**config.mk**
```make
export PLATFORM = sky130hd
export DESIGN_NAME = dsc_clock_select
export DESIGN_NICKNAME = d
export VERILOG_FILES = /design/src/shared/dsc_pkg.sv /design/src/rtl/dsc_sync2.sv /design/src/rtl/dsc_clock_select.sv
export SDC_FILE = /design/constraint.sdc
export NUM_CORES = 1
export LEC_CHECK = 0
export ABC_AREA = 0
export BUFFER_PORTS_ARGS = -buffer_cell sky130_fd_sc_hd__buf_2
export CAP_MARGIN = 20
export CORE_ASPECT_RATIO = 1.5
export CORE_MARGIN = 5
export CORE_UTILIZATION = 57
export CTS_CLUSTER_DIAMETER = 40
export DETAILED_ROUTE_END_ITERATION = 10
export PLACE_DENSITY_LB_ADDON = 0.15
export SLEW_MARGIN = 15
export SYNTH_ARGS = -nofsm -noshare
export SYNTH_HDL_FRONTEND = slang
export SYNTH_SLANG_ARGS = --single-unit
```
**constraint.sdc**
```tcl
create_clock -name sys_clk -period 1.8 [get_ports sys_clk]
set_input_delay 0 -clock sys_clk [delete_from_list [all_inputs] [get_ports sys_clk]]
set_output_delay 0 -clock sys_clk [all_outputs]
set_load 0.01 [all_outputs]
```
**src/shared/dsc_pkg.sv**
```systemverilog
// constants and carrier types for the double-speed clock select block
package dsc_pkg;

   // ==========================================================
   // register map
   localparam logic [7:0] DSC_CTRL_ADDR  = 8'h8F;
   localparam logic [7:0] DSC_CTRL_RESET = 8'h00;
   localparam logic [7:0] DSC_RDATA_IDLE = 8'h00;

   // ==========================================================
   // field positions inside clock_speed_control
   localparam int DSC_BIT_CPU  = 0;
   localparam int DSC_BIT_T0   = 1;
   localparam int DSC_BIT_T1   = 2;
   localparam int DSC_BIT_T2   = 3;
   localparam int DSC_BIT_UART = 4;
   localparam int DSC_BIT_PCA  = 5;
   localparam int DSC_BIT_WD   = 6;
   localparam int DSC_BIT_CAN  = 7;

   // ==========================================================
   // peripheral clock channels, index = field position - 1
   localparam int DSC_NUM_PERIPH = 7;
   localparam int DSC_PER_T0     = 0;
   localparam int DSC_PER_T1     = 1;
   localparam int DSC_PER_T2     = 2;
   localparam int DSC_PER_UART   = 3;
   localparam int DSC_PER_PCA    = 4;
   localparam int DSC_PER_WD     = 5;
   localparam int DSC_PER_CAN    = 6;

   // ==========================================================
   // oscillator periods per machine / peripheral cycle
   localparam logic [3:0] DSC_OSC_PER_FAST = 4'h6;
   localparam logic [3:0] DSC_OSC_PER_STD  = 4'hC;
   localparam logic [3:0] DSC_CNT_ZERO     = 4'h0;
   localparam logic [3:0] DSC_CNT_STEP     = 4'h1;

   // uart modes in which its speed bit counts
   localparam logic [1:0] DSC_UART_MODE_SHIFT = 2'h0;
   localparam logic [1:0] DSC_UART_MODE_FIXED = 2'h2;

   // ==========================================================
   // carriers
   typedef struct packed {
      logic can;
      logic wd;
      logic pca;
      logic uart;
      logic t2;
      logic t1;
      logic t0;
      logic cpu;
   } dsc_ctrl_t;

   typedef struct packed {
      logic [7:0] addr;
      logic [7:0] wdata;
      logic       wr;
      logic       rd;
   } dsc_bus_req_t;

   // start-up walk: two cycles for the option strap to settle
   typedef enum logic [1:0] {
      DSC_INIT_SYNC0,
      DSC_INIT_SYNC1,
      DSC_INIT_LOAD,
      DSC_INIT_RUN
   } dsc_init_t;

endpackage

```
**src/rtl/dsc_sync2.sv**
```systemverilog
// two-flop synchroniser for pin-level inputs
`timescale 1ns/1ps
module dsc_sync2 #(
   parameter int WIDTH = 1
) (
   // clock and reset
   input  wire logic             clk,
   input  wire logic             rst_b,
   // levels
   input  wire logic [WIDTH-1:0] d,
   output logic      [WIDTH-1:0] q
);

   logic [WIDTH-1:0] meta;

   // first stage is read by the second stage only
   always_ff @(posedge clk or negedge rst_b) begin
      if (!rst_b) begin
         meta <= '0;
         q    <= '0;
      end else begin
         meta <= d;
         q    <= meta;
      end
   end

endmodule // dsc_sync2

```
**src/rtl/dsc_clock_select.sv**
```systemverilog
// double-speed clock select: divider, bypass and per-peripheral rates
//
// Function
// - double speed gives 6-period CPU cycles
// - divide-by-two stage, bypassed in double speed
// - option bit forces double speed after reset
// - reset clears all speed bits to zero
// - master bit moves CPU; peripherals need cleared bit
// - with master set: cleared 6, set 12
// - peripheral bits ignored while master cleared
// - master cleared: everything runs 12 periods
// - master change applied on divided rising edge
// - register bits CAN down to CPU master
// - uart bit only in modes 0 and 2
//
// The strobed register port was decided locally.
`timescale 1ns/1ps
module dsc_clock_select
   import dsc_pkg::*;
(
   // clock and reset
   input  wire logic                      sys_clk,
   input  wire logic                      rst_b,
   // register port
   input  wire dsc_bus_req_t              bus_req,
   output logic [7:0]                     rdata,
   // pins and straps
   input  wire logic                      osc_input,
   input  wire logic                      reset_speed_option,
   // uart operating mode
   input  wire logic [1:0]                uart_mode,
   // cpu clock
   output logic                           cpu_clk,
   output logic                           cpu_cycle,
   output logic                           cpu_x2,
   // peripheral clocks
   output logic [DSC_NUM_PERIPH-1:0]      periph_clk,
   output logic [DSC_NUM_PERIPH-1:0]      periph_cycle,
   output logic [DSC_NUM_PERIPH-1:0]      periph_x2
);

   // ==========================================================
   // declarations
   dsc_ctrl_t                  ctrl;
   dsc_init_t                  init_state;
   logic                       osc_s;
   logic                       opt_s;
   logic                       osc_prev;
   logic                       osc_tick;
   logic                       div2;
   logic                       div2_rise;
   logic                       ctrl_hit;
   logic                       uart_ok;
   logic [3:0]                 cpu_cnt;
   logic [3:0]                 cpu_limit;
   logic [DSC_NUM_PERIPH-1:0]  per_bits;
   logic [DSC_NUM_PERIPH-1:0]  next_periph_x2;

   // ==========================================================
   // pin synchronisation
   dsc_sync2 #(
      .WIDTH (2)
   ) u_sync (
      .clk   (sys_clk),
      .rst_b (rst_b),
      .d     ({reset_speed_option, osc_input}),
      .q     ({opt_s, osc_s})
   );

   always_ff @(posedge sys_clk or negedge rst_b) begin
      if (!rst_b) begin
         osc_prev <= 1'b0;
      end else begin
         osc_prev <= osc_s;
      end
   end

   // one pulse per oscillator period
   assign osc_tick = osc_s & ~osc_prev;

   // ==========================================================
   // divide-by-two stage
   // divider stage
   always_ff @(posedge sys_clk or negedge rst_b) begin
      if (!rst_b) begin
         div2 <= 1'b0;
      end else if (osc_tick) begin
         div2 <= ~div2;
      end
   end

   assign div2_rise = osc_tick & ~div2;

   // ==========================================================
   // start-up walk for the option strap
   always_ff @(posedge sys_clk or negedge rst_b) begin
      if (!rst_b) begin
         init_state <= DSC_INIT_SYNC0;
      end else begin
         unique case (init_state)
            DSC_INIT_SYNC0: init_state <= DSC_INIT_SYNC1;
            DSC_INIT_SYNC1: init_state <= DSC_INIT_LOAD;
            DSC_INIT_LOAD:  init_state <= DSC_INIT_RUN;
            DSC_INIT_RUN:   init_state <= DSC_INIT_RUN;
         endcase
      end
   end

   // ==========================================================
   // clock_speed_control register
   assign ctrl_hit = (bus_req.addr == DSC_CTRL_ADDR);

   always_ff @(posedge sys_clk or negedge rst_b) begin
      if (!rst_b) begin
         ctrl <= dsc_ctrl_t'(DSC_CTRL_RESET);
      end else begin
         if (bus_req.wr && ctrl_hit) begin
            ctrl <= dsc_ctrl_t'(bus_req.wdata);
         end
         if (init_state == DSC_INIT_LOAD && opt_s) begin
            ctrl.cpu <= 1'b1;
         end
      end
   end

   // unmapped reads and idle cycles answer zero
   // read back
   always_ff @(posedge sys_clk or negedge rst_b) begin
      if (!rst_b) begin
         rdata <= DSC_RDATA_IDLE;
      end else if (bus_req.rd && ctrl_hit) begin
         rdata <= ctrl;
      end else begin
         rdata <= DSC_RDATA_IDLE;
      end
   end

   // ==========================================================
   // speed selection, applied only on the divided rising edge
   // glitch-free switch point
   always_ff @(posedge sys_clk or negedge rst_b) begin
      if (!rst_b) begin
         cpu_x2 <= 1'b0;
      end else if (div2_rise) begin
         cpu_x2 <= ctrl.cpu;
      end
   end

   assign per_bits = ctrl[DSC_BIT_CAN:DSC_BIT_T0];
   assign uart_ok  = (uart_mode == DSC_UART_MODE_SHIFT) ||
                     (uart_mode == DSC_UART_MODE_FIXED);

   always_comb begin
      next_periph_x2 = ctrl.cpu ? ~per_bits : '0;
      if (!uart_ok) begin
         next_periph_x2[DSC_PER_UART] = 1'b0;
      end
   end

   always_ff @(posedge sys_clk or negedge rst_b) begin
      if (!rst_b) begin
         periph_x2 <= '0;
      end else if (div2_rise) begin
         periph_x2 <= next_periph_x2;
      end
   end

   // ==========================================================
   // cpu phase generator
   // six or twelve periods
   assign cpu_limit = cpu_x2 ? DSC_OSC_PER_FAST : DSC_OSC_PER_STD;

   // a rate change mid-cycle may leave the count past the new
   // limit, so wrap on greater-or-equal
   always_ff @(posedge sys_clk or negedge rst_b) begin
      if (!rst_b) begin
         cpu_cnt   <= DSC_CNT_ZERO;
         cpu_cycle <= 1'b0;
      end else if (osc_tick) begin
         if (cpu_cnt >= cpu_limit - DSC_CNT_STEP) begin
            cpu_cnt   <= DSC_CNT_ZERO;
            cpu_cycle <= 1'b1;
         end else begin
            cpu_cnt   <= cpu_cnt + DSC_CNT_STEP;
            cpu_cycle <= 1'b0;
         end
      end else begin
         cpu_cycle <= 1'b0;
      end
   end

   always_ff @(posedge sys_clk or negedge rst_b) begin
      if (!rst_b) begin
         cpu_clk <= 1'b0;
      end else begin
         cpu_clk <= cpu_x2 ? osc_s : div2;
      end
   end

   // ==========================================================
   // per-peripheral clocks
   genvar gi;
   generate
      for (gi = 0; gi < DSC_NUM_PERIPH; gi++) begin : g_per
         logic [3:0] cnt;
         logic [3:0] limit;

         assign limit = periph_x2[gi] ? DSC_OSC_PER_FAST
                                      : DSC_OSC_PER_STD;

         always_ff @(posedge sys_clk or negedge rst_b) begin
            if (!rst_b) begin
               cnt              <= DSC_CNT_ZERO;
               periph_cycle[gi] <= 1'b0;
            end else if (osc_tick) begin
               if (cnt >= limit - DSC_CNT_STEP) begin
                  cnt              <= DSC_CNT_ZERO;
                  periph_cycle[gi] <= 1'b1;
               end else begin
                  cnt              <= cnt + DSC_CNT_STEP;
                  periph_cycle[gi] <= 1'b0;
               end
            end else begin
               periph_cycle[gi] <= 1'b0;
            end
         end

         always_ff @(posedge sys_clk or negedge rst_b) begin
            if (!rst_b) begin
               periph_clk[gi] <= 1'b0;
            end else begin
               periph_clk[gi] <= periph_x2[gi] ? osc_s : div2;
            end
         end

      end
   endgenerate
endmodule // dsc_clock_select

```
==> results of run 1 <==
worst max-delay path, delay by kind of cell (launching register included):
kind | cells | cell delay, ps
compound gates | 3 | 710
flops | 1 | 460
fa+ha+maj | 1 | 340
state kept, by name, indices dropped and copies added (netlist names), 2 cells and up:
| name | flops |
|---|---|
| g_per.cnt | 28 |
| ctrl | 8 |
| rdata | 8 |
| periph_clk | 7 |
| periph_cycle | 7 |
| periph_x2 | 7 |
| cpu_cnt | 4 |
| init_state | 2 |
| u_sync.meta | 2 |
| u_sync.q | 2 |
layer usage:
metal  vias to the layer above  GRT usage  part of all wire
li1                       1416          -                 -
met1                      1393      0.222              0.42
met2                        58      0.329              0.51
met3                        15     0.0569             0.051
met4                         0     0.0872             0.023
met5                         -          0                 0
what timing repair did:
action                                  CTS  global route
buffers inserted                          0             0
resized for setup                         0             5
endpoints found under the setup margin    0             4
hold buffers                             12             0
hold endpoints to repair                 49             0
path summary, 6_finish.rpt:
kind	startpoint	endpoint	slack, ps
setup reg to reg	periph_x2[4]	g_per[4].cnt[2]	180
max in group asynchronous	rst_b	rdata[3]	1050
setup / recovery	periph_x2[4]	g_per[4].cnt[2]	180
min in group sys_clk	bus_req[0]	rdata[1]	170
hold reg to reg	u_sync.meta[0]	u_sync.q[0]	350
hold / removal	rst_b	periph_cycle[4]	160
area by class of cell:
class / count / area share
clock inverter: 3 / 0.0140
timing repair buffer: 76 / 0.104
tap: 78 / 0.0210
clock buffer: 12 / 0.0335
sequential: 80 / 0.432
inverter: 18 / 0.0146
multi-input combinational: 253 / 0.382
placed cells by master (no fill, tap or decap), types with 2 or more instances in the layout:
cell type / n
nand2b_1: 16
nand3_1: 8
nor4bb_1: 8
nor3b_1: 8
bufinv_16: 2
o311ai_0: 6
buf_4: 10
dlygate4sd3_1: 12
o211ai_1: 8
mux2_4: 7
o311ai_1: 2
o21ai_0: 36
and2_1: 16
ha_1: 32
nand2_1: 58
buf_2: 53
nor2_1: 3
a21oi_1: 16
inv_1: 18
dfrtp_1: 80
clkbuf_8: 11
mux2i_1: 9
mux2_2: 9
o21ai_1: 3
power groups by stage:
stage	clock, mW	combinational (mW)	sequential [mW]
after floorplan	0	1.23	2.72
after global placement	0	1.72	2.74
after detailed placement	0	1.82	2.77
after CTS	1.50	1.85	2.73
after global routing	1.58	2.17	2.82
final	1.46	1.84	2.74
cells in the mapped netlist:
cell type,n
a21oi_1,16
and2_1,16
and3b_1,1
buf_6,1
clkbuf_1,13
dfrtp_1,80
ha_1,32
inv_1,18
mux2_2,9
mux2_4,7
mux2i_1,9
nand2_1,58
nand2b_1,16
nand3_1,8
nand4_1,1
nor2_1,3
nor2b_1,1
nor3_1,1
nor3b_1,8
nor4bb_1,8
o211ai_1,8
o21ai_0,39
o311ai_0,8
or2_2,1
or3_1,1
or3b_2,1
or4b_1,1
cell families after synthesis:
group / share of synthesized area
AO/OA/AOI/OAI: 0.104
adder cells (fa/ha/maj): 0.103
buffers and inverters: 0.0327
flip-flops: 0.513
multiplexers: 0.0761
AND/OR/NAND/NOR: 0.171
through the flow:
step	hold slack [ps]	instances	area (µm²)
floorplan	-296	365	3900
global placement	7.48	493	4300
detailed placement	13.2	493	4300
CTS	146	520	4640
global route	181	520	4640
finish	158	520	4640
==> impl_metrics.yaml, run 1 <==
routing:
  drc_errors: 0
  wl_per_cell_um: 14.8
  vias: 2882
  first_pass_iters: 4
  drtIter0Drc: 132
  routed_wl_um: 7680
  antenna_left: 0
  viasPerCell: 5.54
setup_path:
  max_stage_delay_ps: 460
  worstPathCellList: "ha_1, a21oi_1, o21ai_0, o311ai_0"
  worstSetupPathType: "reg2reg"
  cp-start-kind: "flop"
  reg2reg_depth: 4
  worstPathRequired_ps: 2040
  critPathCaptureType: "flop"
  arrival_ps: 1860
  slowest_stage: "dfrtp_1"
  crit_fanout: 6
timing:
  fmax_mhz: 617
  fin_ws_ps: 178
  fin_crit_ps: 1620
  setup_violations: 0
  final.setup_skew_ps: 6.16
  worst_slew_pin_slew_ps: 505
  rsz0062_at_grt: "false"
  final-hold-violation-count: 0
  drv_slew: 0
  fin_crit_sh: 0.901
  fin_setup_tns_ps: 0
  slew-limit-headroom: 0.660
clock_network:
  clk_latency_ps: 350
  clockBufferDepth: 2
  htree_num_levels: 3
  clk_pin_slew_ps: 80
  cts_tree: "yes"
  cts_root_buffer: "clkbuf_8"
  cts_buffers: 9
  clock_sinks: 80
synthesis:
  syn_nets: 421
  synth_top_cell_area_share: 0.513
  synth_cell_type_count: 27
  syn_area_mm2: 0.00390
  synth_area_per_cell_um2: 10.7
  yosysSeqAreaShare: 0.513
  ys_top_cells_by_area: "dfrtp_1 (51%), ha_1 (10%), nand2_1 (5.6%)"
  netlist_instances: 365
  synth_largest_area_cell: "dfrtp_1"
  ys_warn_count: 0
  ys_ff_latch: 80
placement:
  dp_hpwl_um: 5350
  place_congestion: 0.811
  io_buffers: 54
  dpl_worst_slack_ps: 48.1
floorplan:
  ios: 56
  fp.dieW_um: 77.5
  die_h_um: 111
  fp-row-count: 37
  core-area_mm2: 0.00676
  die-area_mm2: 0.00863
  floorplan.initialDensity: 0.577
grt:
  grt_max_degree: 41
  grt_pass1_vias: 3043
  grt_pass1_wl_um: 13500
  antenna_found_initial: 0
  grt-ovfl-total: 0
  grt_usage: 0.194
pwr:
  p_sw_mw: 2.12
  p_int_mw: 3.92
  finalPower_mw: 6.04
  seqPwrFrac: 0.453
  share_comb_of_total_power: 0.304
  swShare: 0.351
  p_per_area_mw_per_mm2: 1300
  ir_drop_mv: 0.633
  p_clk_frac: 0.242
  p_leak_nw: 2.39
flow_run:
  timing.max_cap.violations: 0
layout:
  antenna_cells: 0
  n_fill_cell: 517
  nNetsFinal: 494
  multi_input_area_mm2: 0.00177
  drive_gt1_frac: 0.217
  register_area_mm2: 0.00200
  utilization: 0.686
  area_growth_pct: 18.9
min_path:
  min_path_type: "in2async"
run_status:
  outcome: "completed"
No activity file was read; power rests on OpenSTA's default activity.
==> run 2: changes to the inputs <==
CORE_UTILIZATION = 61   (was 57)
clock period = 2.1 ns   (was 1.8 ns; I/O delays follow)
==> run 2 against run 1 <==
Worst hold slack got worse by 2.1 ps; first-iteration DRC count fell by 5.3%; wire length fell by 1.5%.
==> impl_metrics.yaml, run 2 (synthesis gave the netlist of run 1 again) <==
run_status:
  outcome: "completed"
layout:
  drive_gt1_frac: 0.219
  nNetsFinal: 493
  utilization: 0.746
  regMostFlops: "g_per.cnt"
  post-route-cell-area_mm2: 0.00461
  largest_register_ffs: 28
  n_fill_cell: 422
  reg_top3: "g_per.cnt (28), ctrl (8), rdata (8)"
  antenna_cells: 0
  area_growth_pct: 18.1
  final_common_cell: "dfrtp_1"
  mostFrequentLayoutCells: "dfrtp_1 (80), nand2_1 (58), buf_2 (53)"
setup_path:
  max_stage_delay_ps: 450
  worstPathRequired_ps: 2340
  crit_family: "compound AO/OA/AOI/OAI gates"
  critPathCaptureType: "flop"
  slowest_stage: "dfrtp_1"
  crit_buf_inv: 0
  arrival_ps: 1970
  crit_fanout: 6
  cp-start-kind: "flop"
  worstSetupPathType: "reg2reg"
  worstPathCellList: "ha_1, a21oi_1, o21ai_0, o311ai_0"
floorplan:
  ios: 56
  die_h_um: 108
  core-area_mm2: 0.00617
  fp.dieW_um: 75.3
  floorplan.initialDensity: 0.631
  die-area_mm2: 0.00812
  fp-row-count: 35
routing:
  vias: 2850
  first_pass_iters: 4
  viasPerCell: 5.52
  drc_errors: 0
  wl_per_cell_um: 14.7
  antenna_left: 0
  routed_wl_um: 7560
  drtIter0Drc: 125
timing:
  fmax_mhz: 577
  fin_ws_ps: 367
  slew-limit-headroom: 0.635
  fin_setup_tns_ps: 0
  setup_violations: 0
  fin_crit_sh: 0.825
  drv_slew: 0
  fin_crit_ps: 1730
  final-hold-violation-count: 0
  worst_slew_pin_slew_ps: 541
  rsz0062_at_grt: "false"
  final.setup_skew_ps: 6.37
grt:
  grt-ovfl-total: 0
  grt_pass1_wl_um: 13400
  grt_usage: 0.215
  antenna_found_initial: 0
  grt_pass1_vias: 2963
  grt_max_degree: 81
clock_network:
  cts_tree: "yes"
  cts_resized: 0
  htree_num_levels: 3
  clockBufferDepth: 2
  post_cts_buffers: 0
  clk_latency_ps: 350
  clk_pin_slew_ps: 80
  cts_buffers: 9
  clock_sinks: 80
  cts_root_buffer: "clkbuf_8"
placement:
  io_buffers: 54
  dp_hpwl_um: 5210
  placed_area_mm2: 0.00428
  dpl_worst_slack_ps: 358
  place_congestion: 0.815
min_path:
  min_path_type: "in2reg"
flow_run:
  timing.max_cap.violations: 0
pwr:
  ir_drop_mv: 0.589
  p_leak_nw: 2.37
  finalPower_mw: 5.06
  p_per_area_mw_per_mm2: 1100
[run 2: cell types whose count changed in the layout (fill, tap and decap cells not counted), moves of 2 or more]
cell / change
clkbuf_8: -2
o311ai_0: +2
o21ai_0: +3
o21ai_1: -3
inv_6: +3
o311ai_1: -2
[run 2: final timing paths]
kind	from	endpoint	slack, ps	cells after the start
min in group asynchronous	rst_b	g_per[4].cnt[2]	200	3
hold / removal	bus_req[0]	rdata[5]	160	5
setup / recovery	periph_x2[0]	g_per[0].cnt[2]	370	4
hold reg to reg	u_sync.meta[1]	u_sync.q[1]	360	0
max in group asynchronous	rst_b	periph_cycle[5]	1580	3
setup reg to reg	periph_x2[0]	g_per[0].cnt[2]	370	4
[run 2: layout make-up]
type / count / area (µm²) / share of cell area
Clock buffer: 9 / 124 / 0.0269
Clock inverter: 7 / 77.6 / 0.0168
Inverter: 18 / 67.6 / 0.0147
Multi-Input combinational cell: 253 / 1770 / 0.384
Sequential cell: 80 / 2000 / 0.435
Tap cell: 74 / 92.6 / 0.0201
Timing Repair Buffer: 75 / 473 / 0.103
[run 2: repair_timing]
action	CTS	global route
hold buffers	12	0
hold endpoints to repair	91	0
setup endpoints to repair	0	0
[run 2: worst register-to-register path, stage by stage, from the launching register on]
cell and delay (ps):
dfrtp_1 450, ha_1 340, a21oi_1 200, o21ai_0 250
o311ai_0 360
[run 2: through the flow]
step	hold slack [ps]	instances
2_1_floorplan	-296	365
3_3_place_gp	57.6	488
3_5_place_dp	58.9	488
4_1_cts	143	516
5_1_grt	153	516
6_report	155	516
[run 2: per-layer routing]
layer | up-vias | part of all wire | global-route usage
met5 | - | 0 | 0
met4 | 0 | 0.022 | 0.0900
met3 | 14 | 0.048 | 0.0589
met2 | 58 | 0.52 | 0.358
met1 | 1364 | 0.41 | 0.258
li1 | 1414 | - | -
[run 2: report_power, final]
part / total (mW) / switching (mW) / internal [mW]
registers: 2.35 / 0.419 / 1.93
logic: 1.57 / 0.874 / 0.697
clock network: 1.14 / 0.580 / 0.561
==> run 3: changes to the inputs <==
ABC_AREA = 1   (was 0)
CORE_UTILIZATION = 57   (was 61)
clock period = 1.6 ns   (was 2.1 ns; I/O delays follow)
==> run 3 against run 2 <==
Flip-flop and latch count unchanged; via count increased by 4.8%; maximum frequency increased by 20%; sequential share of layout area increased by 0.18 points; sequential power increased by 39%; clock power increased by 39%; core utilization decreased by 6.7 points; combinational power increased by 70%; design area decreased by 0.41%; setup slack got worse by 210 ps; clock-buffer cell count increased by 5; critical path type unchanged.
==> impl_metrics.yaml, run 3 <==
placement:
  io_buffers: 54
  place_congestion: 0.794
  dp_hpwl_um: 5180
synthesis:
  synthFlopType: "dfrtp_1"
  netlist_instances: 441
  syn_area_mm2: 0.00389
  ys_ff_latch: 80
  yosys-top-cells-count: "nand2_1 (143), dfrtp_1 (80), inv_1 (61)"
  synth_most_common_cell: "nand2_1"
  ys_async_sr_fraction: 1.00
  ys_warn_count: 0
  synth_largest_area_cell: "dfrtp_1"
  synth_top_cell_area_share: 0.515
  yosysSeqAreaShare: 0.515
  ys_top_cells_by_area: "dfrtp_1 (51%), nand2_1 (14%), ha_1 (10%)"
  syn_nets: 497
  synth_area_per_cell_um2: 8.82
  synth_edf_count: 0
  synth_cell_type_count: 24
setup_path:
  rr_endpoint: "g_per[6].cnt[3]"
  crit_buf_inv: 3
  crit_family: "flip-flops"
  crit_fanout: 6
  worstPathCellList: "inv_1, ha_1, nand2_1, inv_1, nand2_1, nand2_1, nand2_1, inv_1, nor2_1"
  slowest_stage: "dfrtp_1"
  critPathCaptureType: "flop"
  reg2reg_depth: 9
  r2r_start: "periph_x2[6]"
  reg2reg_setup_slack_ps: 160
  worstSetupPathType: "reg2reg"
  cp-start-kind: "flop"
  worstPathRequired_ps: 1880
  max_stage_delay_ps: 470
  cpMostUsedCell: "nand2_1"
  arrival_ps: 1720
flow_run:
  timing.max_cap.violations: 0
routing:
  routed_wl_um: 7410
  viasPerCell: 5.01
  first_pass_iters: 4
  wl_met3_um: 341
  antenna_left: 0
  wl_met1_um: 3200
  drc_errors: 0
  wl_per_cell_um: 12.4
  drtIter0Drc: 181
  dr.max_layer_used: "met4"
  dr_wl_met2_um: 3750
  vias: 2988
clock_network:
  cts_resized: 0
  htree_num_levels: 3
  cts_tree: "yes"
  clockBufferDepth: 2
  cts_buffers: 9
  clk_pin_slew_ps: 80
  clk_latency_ps: 350
  cts_root_buffer: "clkbuf_8"
  post_cts_buffers: 0
  clock_sinks: 80
timing:
  final-hold-violation-count: 0
  rsz0062_at_grt: "false"
  final.setup_skew_ps: 6.13
  worst_slew_pin_slew_ps: 457
  fin_setup_tns_ps: 0
  setup_violations: 0
  fin_crit_ps: 1440
  fmax_mhz: 693
  fin_crit_sh: 0.902
  drv_slew: 0
  slew-limit-headroom: 0.695
layout:
  multi_input_area_mm2: 0.00158
  n_fill_cell: 553
  register_area_mm2: 0.00200
  mostFrequentLayoutCells: "nand2_1 (143), dfrtp_1 (80), inv_1 (61)"
  nNetsFinal: 570
  reg_top3: "g_per.cnt (28), ctrl (8), rdata (8)"
  regMostFlops: "g_per.cnt"
  antenna_cells: 0
  drive_gt1_frac: 0.156
  final_common_cell: "nand2_1"
  area_growth_pct: 18.0
  largest_register_ffs: 28
pwr:
  ir_drop_mv: 0.729
  p_sw_mw: 2.83
  p_per_area_mw_per_mm2: 1640
  p_int_mw: 4.69
  p_leak_nw: 2.58
  p_clk_frac: 0.211
  share_comb_of_total_power: 0.355
  finalPower_mw: 7.52
  seqPwrFrac: 0.434
  swShare: 0.376
grt:
  grt_pass1_vias: 3030
  grt_pass1_wl_um: 13100
  grt_max_degree: 48
  grt_usage: 0.188
  antenna_found_initial: 0
  grt-ovfl-total: 0
floorplan:
  ios: 56
  fp.dieW_um: 77.4
  die_h_um: 111
  core-area_mm2: 0.00676
  fp-row-count: 37
  floorplan.initialDensity: 0.575
  die-area_mm2: 0.00861
run_status:
  outcome: "completed"
min_path:
  min_path_type: "in2reg"
  min_from: "bus_req[1]"
  min_delay_path_depth: 3
  hold_end: "ctrl[5]"
run 3: cell types whose count changed after synthesis, moves of 9 or more:
| cell | change |
|---|---|
| inv_1 | +43 |
| and2_1 | -16 |
| mux2_2 | -9 |
| o21ai_1 | +23 |
| nor2_1 | +23 |
| mux2i_1 | -9 |
| o21ai_0 | -30 |
| nand2_1 | +85 |
| clkbuf_1 | -13 |
| nand2b_1 | -16 |
run 3: through the flow:
stage | hold slack (ps) | utilization | cell area, µm² | std cells | setup WS, ps
after global placement | -18.0 | 0.627 | 4240 | 568 | 230
after detailed placement | -13.7 | 0.627 | 4240 | 568 | 182
after floorplan | -296 | - | 3890 | 441 | 347
after CTS | 102 | 0.679 | 4590 | 597 | 166
final | 113 | 0.679 | 4590 | 597 | 157
after global routing | 146 | 0.679 | 4590 | 597 | 44.6
run 3: how the worst max path moves through the flow:
stage / from / to / slack, ps / cells past startpoint
floorplan: periph_x2[2] / g_per[2].cnt[3] / 350 / 9
global placement: periph_x2[6] / g_per[6].cnt[3] / 230 / 9
detailed placement: osc_prev / g_per[5].cnt[2] / 180 / 9
CTS: periph_x2[6] / g_per[6].cnt[3] / 170 / 9
global route: u_sync.q[0] / g_per[5].cnt[2] / 40 / 8
finish: periph_x2[6] / g_per[6].cnt[3] / 160 / 9
run 3: per-layer routing:
metal,track usage,vias up
met4,0.0745,0
met2,0.321,52
li1,-,1535
met1,0.223,1391
met5,0,-
met3,0.0455,10
run 3: power by group through the flow:
stage                     sequential [mW]  combinational (mW)  clock, mW
final                                3.26                2.67       1.59
after global routing                 3.38                3.14       1.71
after CTS                            3.27                2.71       1.62
after detailed placement             3.30                2.67          0
after global placement               3.27                2.54          0
after floorplan                      3.29                1.80          0
run 3: timing repair:
action                     CTS  global route
hold buffers                13             0
hold endpoints to repair    44             0
setup endpoints to repair    0             0
run 3: kinds of logic after synthesis:
family,count (synthesis),synth area share
DFF,80,0.515
AOI/OAI and AO/OA,55,0.0782
buffers and inverters,72,0.0801
and+or+nand+nor,201,0.222
adders and majority gates,32,0.103
xor gates and xnor gates,1,0.00225
run 3: final cells by class:
class                      count  area share
clock inverter                 2     0.00764
sequential                    80       0.436
tap                           78      0.0213
inverter                      63      0.0516
clock buffer                  14      0.0398
timing repair buffer          71      0.0998
multi-input combinational    289       0.343
run 3: worst register-to-register path, cell delays in order, from the launching register on:
cell	delay [ps]
dfrtp_1	470
inv_1	110
ha_1	300
nand2_1	60
inv_1	40
nand2_1	50
nand2_1	90
nand2_1	110
inv_1	60
nor2_1	90
